<file path="config.mk">
export PLATFORM = sky130hd
export DESIGN_NAME = rfs_fault_status
export DESIGN_NICKNAME = d
export VERILOG_FILES = /design/src/rfs_pkg.sv /design/src/rfs_fault_status.sv
export SDC_FILE = /design/constraint.sdc
export NUM_CORES = 1
export LEC_CHECK = 0
export BUFFER_PORTS_ARGS = -buffer_cell sky130_fd_sc_hd__buf_2
export CAP_MARGIN = 15
export CORE_MARGIN = 8
export CORE_UTILIZATION = 44
export DETAILED_ROUTE_END_ITERATION = 6
export GPL_TIMING_DRIVEN = 0
export MAX_ROUTING_LAYER = met4
export PLACE_DENSITY = 0.76
export SLEW_MARGIN = 0
export SYNTH_ARGS = -nofsm -noshare
export SYNTH_HDL_FRONTEND = slang
export SYNTH_SLANG_ARGS = --single-unit
export TNS_END_PERCENT = 10
</file>
<file path="constraint.sdc">
create_clock -name clk -period 2.2 [get_ports clk]
set_input_delay 0.11 -clock clk [delete_from_list [all_inputs] [get_ports clk]]
set_output_delay 0.11 -clock clk [all_outputs]
set_load 0.02 [all_outputs]
</file>
<file path="src/rfs_pkg.sv">
// Package for the remap fault status block: offsets, fields, reset values.
package rfs_pkg;
    localparam int          SLOT_COUNT      = 8;
    localparam int          IDX_W           = 8;
    localparam logic [11:0] FSTS_OFFSET     = 12'h034;
    localparam logic [11:0] FECTL_OFFSET    = 12'h038;
    localparam logic [11:0] IRQ_MASK_OFFSET = 12'h03c;
    localparam logic [11:0] IRQ_STAT_OFFSET = 12'h040;
    localparam logic [11:0] SLOT_OFFSET     = 12'h044;
    localparam int          OVR_BIT         = 0;
    localparam int          PEND_BIT        = 1;
    localparam int          IDX_LSB         = 8;
    localparam int          IDX_MSB         = 15;
    localparam int          MSG_MASK_BIT    = 31;
    localparam int          IP_BIT          = 30;
    localparam int          EV_PEND         = 0;
    localparam int          EV_OVR          = 1;
    localparam logic [31:0] FSTS_RESET      = 32'h0000_0000;
    localparam logic [31:0] FECTL_RESET     = 32'h8000_0000;
    localparam logic [1:0]  IRQ_MASK_RESET  = 2'h0;
    localparam logic [1:0]  IRQ_STAT_RESET  = 2'h0;
    localparam logic [7:0]  SLOT_RESET      = 8'h00;
endpackage

</file>
<file path="src/rfs_fault_status.sv">
// Fault status register bank of an address-remapping unit, with APB access.
//
// Local design decision: the APB interface to the registers.
`timescale 1ns/1ns
module rfs_fault_status
(
    input  wire logic        clk,
    input  wire logic        sys_rst,
    input  wire logic        psel,
    input  wire logic        penable,
    input  wire logic        pwrite,
    input  wire logic [11:0] paddr,
    input  wire logic [31:0] pwdata,
    input  wire logic [3:0]  pstrb,
    output logic      [31:0] prdata,
    output logic             pready,
    output logic             pslverr,
    input  wire logic        fault_record,
    input  wire logic [7:0]  fault_slot,
    output logic             fault_msg,
    output logic             irq
);
    // Register map, one aligned 32-bit word each:
    //   034h  status: index in 15:8, pending summary in 1, overrun in 0 (write one to clear).
    //   038h  event control: message mask in 31 (set after reset), message pending in 30.
    //   03ch  interrupt enable, one bit per event: 0 is the pending rise, 1 the overrun.
    //   040h  interrupt status, same layout as the enable word, sticky, write one to clear.
    //   044h  slot markers, one bit per recording slot, write one to clear a slot.
    // Any other word answers with pslverr set, read data zero and no side effect.
    //
    // Hazards worth knowing before changing this block:
    //   The read word is taken in the setup cycle, so a fault that lands in the access
    //   cycle shows only on the next read of the status word.
    //   Every hardware set wins over a software clear in the same cycle, so an event
    //   can never be lost to a badly timed write.
    //   The slot markers stand in for the recording slots that live outside this block;
    //   they exist here so the pending summary and the overrun can be worked out.

    // Slot markers, status fields and event control state.
    logic [rfs_pkg::SLOT_COUNT-1:0] slot_valid_q;
    logic [rfs_pkg::IDX_W-1:0]      index_q;
    logic                           pend_q;
    logic                           ovr_q;
    logic                           msg_mask_q;
    logic                           ip_q;
    logic [1:0]                     irq_stat_q;
    logic [1:0]                     irq_mask_q;
    logic                           pend_d;
    logic                           pend_rise;
    logic                           wr_acc;
    logic                           slots_full;
    logic [rfs_pkg::SLOT_COUNT-1:0] slot_set;
    logic [rfs_pkg::SLOT_COUNT-1:0] slot_clr;
    logic [rfs_pkg::IDX_W-1:0]      first_idx;
    logic                           ovr_set;
    logic                           msg_send;

    // Register selects, write strobes and the read word in front of its flop.
    logic                           sel_fsts;
    logic                           sel_fectl;
    logic                           sel_imask;
    logic                           sel_istat;
    logic                           sel_slot;
    logic                           fsts_w1c;
    logic                           fectl_wr;
    logic                           imask_wr;
    logic                           istat_w1c;
    logic [31:0]                    rdata_d;
    logic                           rderr_d;

    // Matches the address against one register word.
    function automatic logic hit(input logic [11:0] a, input logic [11:0] off);
        hit = (a[11:2] == off[11:2]);
    endfunction

    // Builds the status word; every bit outside the three fields stays zero.
    // Keeping the layout in one place stops the field positions drifting apart.
    function automatic logic [31:0] fsts_word(input logic [rfs_pkg::IDX_W-1:0] idx,
                                              input logic pend,
                                              input logic ovr);
        fsts_word = 32'h0000_0000;
        fsts_word[rfs_pkg::IDX_MSB:rfs_pkg::IDX_LSB] = idx;
        fsts_word[rfs_pkg::PEND_BIT] = pend;
        fsts_word[rfs_pkg::OVR_BIT] = ovr;
    endfunction

    // Write strobe of the access phase; reads have no side effect, so no read strobe exists.
    assign wr_acc = psel && penable && pwrite;

    // Register selects, decoded once from the word address.
    // The low two address bits are ignored, so every byte of a word selects it.
    assign sel_fsts  = hit(paddr, rfs_pkg::FSTS_OFFSET);
    assign sel_fectl = hit(paddr, rfs_pkg::FECTL_OFFSET);
    assign sel_imask = hit(paddr, rfs_pkg::IRQ_MASK_OFFSET);
    assign sel_istat = hit(paddr, rfs_pkg::IRQ_STAT_OFFSET);
    assign sel_slot  = hit(paddr, rfs_pkg::SLOT_OFFSET);

    // Byte lane 0 carries every low field; lane 3 carries the message mask.
    // A write with the lane strobe low leaves that field untouched.
    // The strobes are shared by the flag processes below.
    assign fsts_w1c  = wr_acc && pstrb[0] && sel_fsts;
    assign fectl_wr  = wr_acc && pstrb[3] && sel_fectl;
    assign imask_wr  = wr_acc && pstrb[0] && sel_imask;
    assign istat_w1c = wr_acc && pstrb[0] && sel_istat;

    // Slot marker recording and software clearing; a record that lands in a full bank overflows.
    assign slots_full = &slot_valid_q;
    generate
        for (genvar i = 0; i < rfs_pkg::SLOT_COUNT; i++)
        begin : g_slot
            assign slot_set[i] = fault_record && !slots_full &&
                                 (fault_slot == 8'(i));
            // Software frees a slot by writing one to its marker.
            assign slot_clr[i] = wr_acc && pstrb[0] && sel_slot && pwdata[i];
        end
    endgenerate

    // Slot markers stand in for the recording slots outside; set wins over clear.
    always_ff @(posedge clk or posedge sys_rst)
    begin
        if (sys_rst)
            slot_valid_q <= rfs_pkg::SLOT_RESET;
        else
            slot_valid_q <= (slot_valid_q & ~slot_clr) | slot_set;
    end

    assign pend_d = |((slot_valid_q & ~slot_clr) | slot_set);
    // only a rising edge is a new condition
    assign pend_rise = pend_d && !pend_q;

    // Lowest newly set slot is the first pending one; a loop keeps it within range.
    always_comb
    begin
        first_idx = '0;
        for (int j = rfs_pkg::SLOT_COUNT - 1; j >= 0; j--)
        begin
            if (slot_set[j])
                first_idx = rfs_pkg::IDX_W'(j);
        end
    end

    always_ff @(posedge clk or posedge sys_rst)
    begin
        if (sys_rst)
            pend_q <= 1'b0;
        else
            pend_q <= pend_d;
    end

    // index undefined when clear
    // Left unchanged while pending is clear, which software must treat as undefined.
    // Only a rise updates it, so a later fault into a lower slot cannot move the index
    // while the first one is still pending.
    always_ff @(posedge clk or posedge sys_rst)
    begin
        if (sys_rst)
            index_q <= rfs_pkg::FSTS_RESET[rfs_pkg::IDX_MSB:rfs_pkg::IDX_LSB];
        else if (pend_rise)
            index_q <= first_idx;
    end

    assign ovr_set = fault_record && slots_full;
    always_ff @(posedge clk or posedge sys_rst)
    begin
        if (sys_rst)
            ovr_q <= 1'b0;
        else if (ovr_set)
            ovr_q <= 1'b1;
        // A clear in the same cycle as an overrun loses, so the overrun stays visible.
        else if (fsts_w1c && pwdata[rfs_pkg::OVR_BIT])
            ovr_q <= 1'b0;
    end

    // Event control mask bit; resets masked so no message leaves before software is ready.
    always_ff @(posedge clk or posedge sys_rst)
    begin
        if (sys_rst)
            msg_mask_q <= rfs_pkg::FECTL_RESET[rfs_pkg::MSG_MASK_BIT];
        else if (fectl_wr)
            msg_mask_q <= pwdata[rfs_pkg::MSG_MASK_BIT];
    end

    assign msg_send = (ip_q || pend_rise) && !msg_mask_q;
    // pending rise raises the fault event
    always_ff @(posedge clk or posedge sys_rst)
    begin
        if (sys_rst)
        begin
            ip_q      <= 1'b0;
            fault_msg <= 1'b0;
        end
        else
        begin
            fault_msg <= msg_send;
            if (msg_send || !pend_d)
                ip_q <= 1'b0;
            else if (pend_rise)
                ip_q <= 1'b1;
        end
    end

    // Sticky interrupt status, write one to clear; a fresh event wins over the clear.
    always_ff @(posedge clk or posedge sys_rst)
    begin
        if (sys_rst)
            irq_stat_q <= rfs_pkg::IRQ_STAT_RESET;
        else
        begin
            for (int k = 0; k < 2; k++)
            begin
                if ((k == rfs_pkg::EV_PEND) ? pend_rise : ovr_set)
                    irq_stat_q[k] <= 1'b1;
                // A fresh event in the same cycle as the clear wins, so none is lost.
                else if (istat_w1c && pwdata[k])
                    irq_stat_q[k] <= 1'b0;
            end
        end
    end

    // Interrupt enable mask, one bit per event.
    always_ff @(posedge clk or posedge sys_rst)
    begin
        if (sys_rst)
            irq_mask_q <= rfs_pkg::IRQ_MASK_RESET;
        else if (imask_wr)
            irq_mask_q <= pwdata[1:0];
    end

    // Level interrupt from registered status and mask.
    always_ff @(posedge clk or posedge sys_rst)
    begin
        if (sys_rst)
            irq <= 1'b0;
        else
            irq <= |(irq_stat_q & irq_mask_q);
    end

    // read word assembly
    // Reserved and unsupported bits are tied to zero here, so writes to them have no
    // effect and reads always return zero; the unsupported error bits need no state.
    // An unmapped word reads zero and raises the error flag instead.
    always_comb
    begin
        rdata_d = 32'h0000_0000;
        rderr_d = 1'b0;
        if (sel_fsts)
            rdata_d = fsts_word(index_q, pend_q, ovr_q);
        else if (sel_fectl)
        begin
            rdata_d[rfs_pkg::MSG_MASK_BIT] = msg_mask_q;
            rdata_d[rfs_pkg::IP_BIT]       = ip_q;
        end
        else if (sel_imask)
            rdata_d[1:0] = irq_mask_q;
        else if (sel_istat)
            rdata_d[1:0] = irq_stat_q;
        else if (sel_slot)
            rdata_d[rfs_pkg::SLOT_COUNT-1:0] = slot_valid_q;
        else
            rderr_d = 1'b1;
    end

    // APB answer: the word is taken in the setup cycle and stands in the first access
    // cycle, so pready rises there with no wait state and stands for one cycle.
    // Taking the word early keeps the read path short; the price is that a fault landing
    // in the access cycle shows only on the next read.
    // prdata keeps its last word between transfers; only pready qualifies it.
    always_ff @(posedge clk or posedge sys_rst)
    begin
        if (sys_rst)
        begin
            prdata  <= 32'h0000_0000;
            pready  <= 1'b0;
            pslverr <= 1'b0;
        end
        else if (psel && !penable)
        begin
            pready  <= 1'b1;
            pslverr <= rderr_d;
            prdata  <= rdata_d;
        end
        else
        begin
            pready  <= 1'b0;
            pslverr <= 1'b0;
        end
    end
endmodule // rfs_fault_status

</file>
==> reports/metrics.cfg <==
[sta]
timing.fmax_mhz=588
hold_violations=0
max-slew-margin-rel_pct=61.8
period_needed_ps=1700
worstMarginPinSlew_ps=568
slew_violations=0
tns_ps=0
rsz0062_at_grt=no
finalSetupViolCount=0
period_share_pct=77.3
final.setup_skew_ps=6.44
final_critical_path_setup_slack_ps=499

[critical_path]
required_ps=2380
path_max_fanout=5
cp_data_arrival_time_ps=1880
max_stage_delay_ps=520
critPathKind=reg -> reg
worst-r2r-cell-count=5
cp_slowest_cell=or4_4
worstPathCellList=nand4_1 > nor2_1 > or4_4 > a41o_2 > a22o_1
end_kind=flip-flop
crit_path_start_kind=flip-flop

[cells_and_area]
final_common_cell=buf_2
nets=315
antenna_cells=0
synthToLayoutAreaGrowth_pct=30.3
final_cell_mix=buf_2, dfrtp_1, nand2_1
fillers=363
drive_above_1_share_pct=37.0
instances_no_fill=304

[detailed_routing]
wl_mm=4.31
via_count=1492
route.detailed.drc=0
wl_per_cell_um=14.2
viasPerCell=4.91
drt_iter0_drc=105
postRouteAntennaNets=0
first_pass_iters=4

[placement]
numPortBuffers=51
place_inst=295
post-place-ws_ps=288
place.gp.congestion=0.841
dp_hpwl_mm=3.41

[yosys]
ys_warn_count=0
avgSynthCellArea_um2=10.1
synth-seq-cells=36
ys_types=41
synth_cells=175
synth_area_um2=1770
ys_seq_area_share_pct=51.1

[floorplanning]
dieArea_um2=6300
start_util_pct=44.8
row_count=23
chipHeight_um=79.3
ios=98
die_w_um=79.3
core_um2=3940

[clock_tree]
htree_levels=2
path_clk_slew_ps=80
cts_tree=yes
cts-resized-gates=0
cts-root-buf=clkbuf_8
cts.sinks=36
cts_made_buffers=5
cts_buffer_depth=2
clk_latency_ps=290

[min_path]
hold_path_class=in -> reg
holdPathStages=3

[power]
power_mw=1.53
internal_power_mw=1.12
peakVddDrop_v=0.000396
switching_share_pct=26.6
switchingPower_mw=0.408
p_comb_share_pct=15.0
leakage_nw=1.24
power_density_nw_per_um2=666
p_clk_share_pct=38.0
power_frac_seq_pct=47.0

[global_route]
grt_pass1_vias=1521
grt-ovfl-total=0
antenna_found_initial=0
grt_pass1_wl_mm=7.06
grt_max_degree=26
grt.total_usage_pct=14.7

[outcome]
status=completed

[flow_run]
drv_cap=0

cells by family after synthesis:
| group | synth area share (%) |
|---|---|
| and+or+nand+nor | 21.5 |
| AOI/OAI and AO/OA | 14.7 |
| DFF | 51.1 |
| buffers and inverters | 11.1 |
| muxes | 1.28 |
| other | 0.212 |
Yosys cell counts, drive strengths merged:
cell type	n	area, um^2
a31oi	2	12.5
and3	5	32.5
or2	2	15.0
nand2	24	90.1
dfrtp	35	876
nor3	4	25.0
inv	12	45.0
a21oi	1	5.00
conb	1	3.75
and4	2	17.5
buf	20	148
nor2	5	18.8
nor3b	1	7.51
a41o	1	11.3
o21ai	16	80.1
a222oi	2	20.0
or4	2	18.8
dfstp	1	26.3
nor4	1	6.26
nand3	10	50.1
a221oi	1	15.0
or4b	1	10.0
a22o	10	87.6
mux2	2	22.5
nor2b	1	6.26
clkbuf	1	3.75
nor4b	2	32.5
o31ai	2	20.0
o2bb2ai	1	8.76
nand2b	4	25.0
nand4	3	25.0
area by class of cell:
cell class / instances / area [um^2] / share of cell area (%)
clock inverters: 3 / 42.5 / 1.85
well taps: 50 / 62.6 / 2.72
inverters: 12 / 45.0 / 1.96
multi-input cells: 124 / 734 / 31.9
flip-flops and latches: 36 / 902 / 39.2
plain buffers: 21 / 151 / 6.58
repair buffers: 53 / 293 / 12.7
clock buffers: 5 / 68.8 / 2.99
registers in the layout, indices dropped and copies added (netlist names), 2 cells and up:
signal        cells
irq_stat_q        2
prdata           13
slot_valid_q      8
index_q           3
irq_mask_q        2
final timing paths:
| check | from | end | slack [ps] |
|---|---|---|---|
| worst max-delay path | slot_valid_q[6] | index_q[1] | 500 |
| worst min-delay path | fault_record | ovr_q | 50 |
| worst max register to register | slot_valid_q[6] | index_q[1] | 500 |
| worst min register to register | prdata[30] | prdata[30] | 460 |
| max in group asynchronous | sys_rst | msg_mask_q | 1230 |
| min in group asynchronous | sys_rst | prdata[5] | 390 |
repair_timing:
action                    CTS  global route
hold buffers                1             0
buffers inserted            0             0
hold endpoints to repair   11             0
worst max-delay path: cells and delay by family, from the launching register on:
| family | cells | cell delay (ps) |
|---|---|---|
| and+or+nand+nor | 3 | 720 |
| AOI/OAI and AO/OA | 2 | 460 |
| DFF | 1 | 410 |
power groups by stage:
stage	combinational, mW	clock [mW]	sequential [mW]
final	0.230	0.583	0.720
after global routing	0.254	0.623	0.723
after CTS	0.231	0.587	0.719
after detailed placement	0.229	0	0.732
after global placement	0.219	0	0.731
after floorplan	0.135	0	0.740
metrics by stage:
stage / util (%) / cell area (um^2) / hold slack, ps
floorplan: - / 1830 / 195
global placement: 54.6 / 2150 / 333
detailed placement: 55.3 / 2180 / 162
CTS: 58.3 / 2300 / 49.5
global route: 58.3 / 2300 / 55.6
finish: 58.3 / 2300 / 46.4
per-layer routing:
layer / vias up / GRT usage (%) / routed length, um
met5: - / - / 0
met4: 0 / 6.11 / 51
met3: 6 / 4.51 / 282
met2: 56 / 24.2 / 2280
met1: 689 / 16.1 / 1690
li1: 741 / - / -
Note: power is estimated with default switching activity, not from simulation.
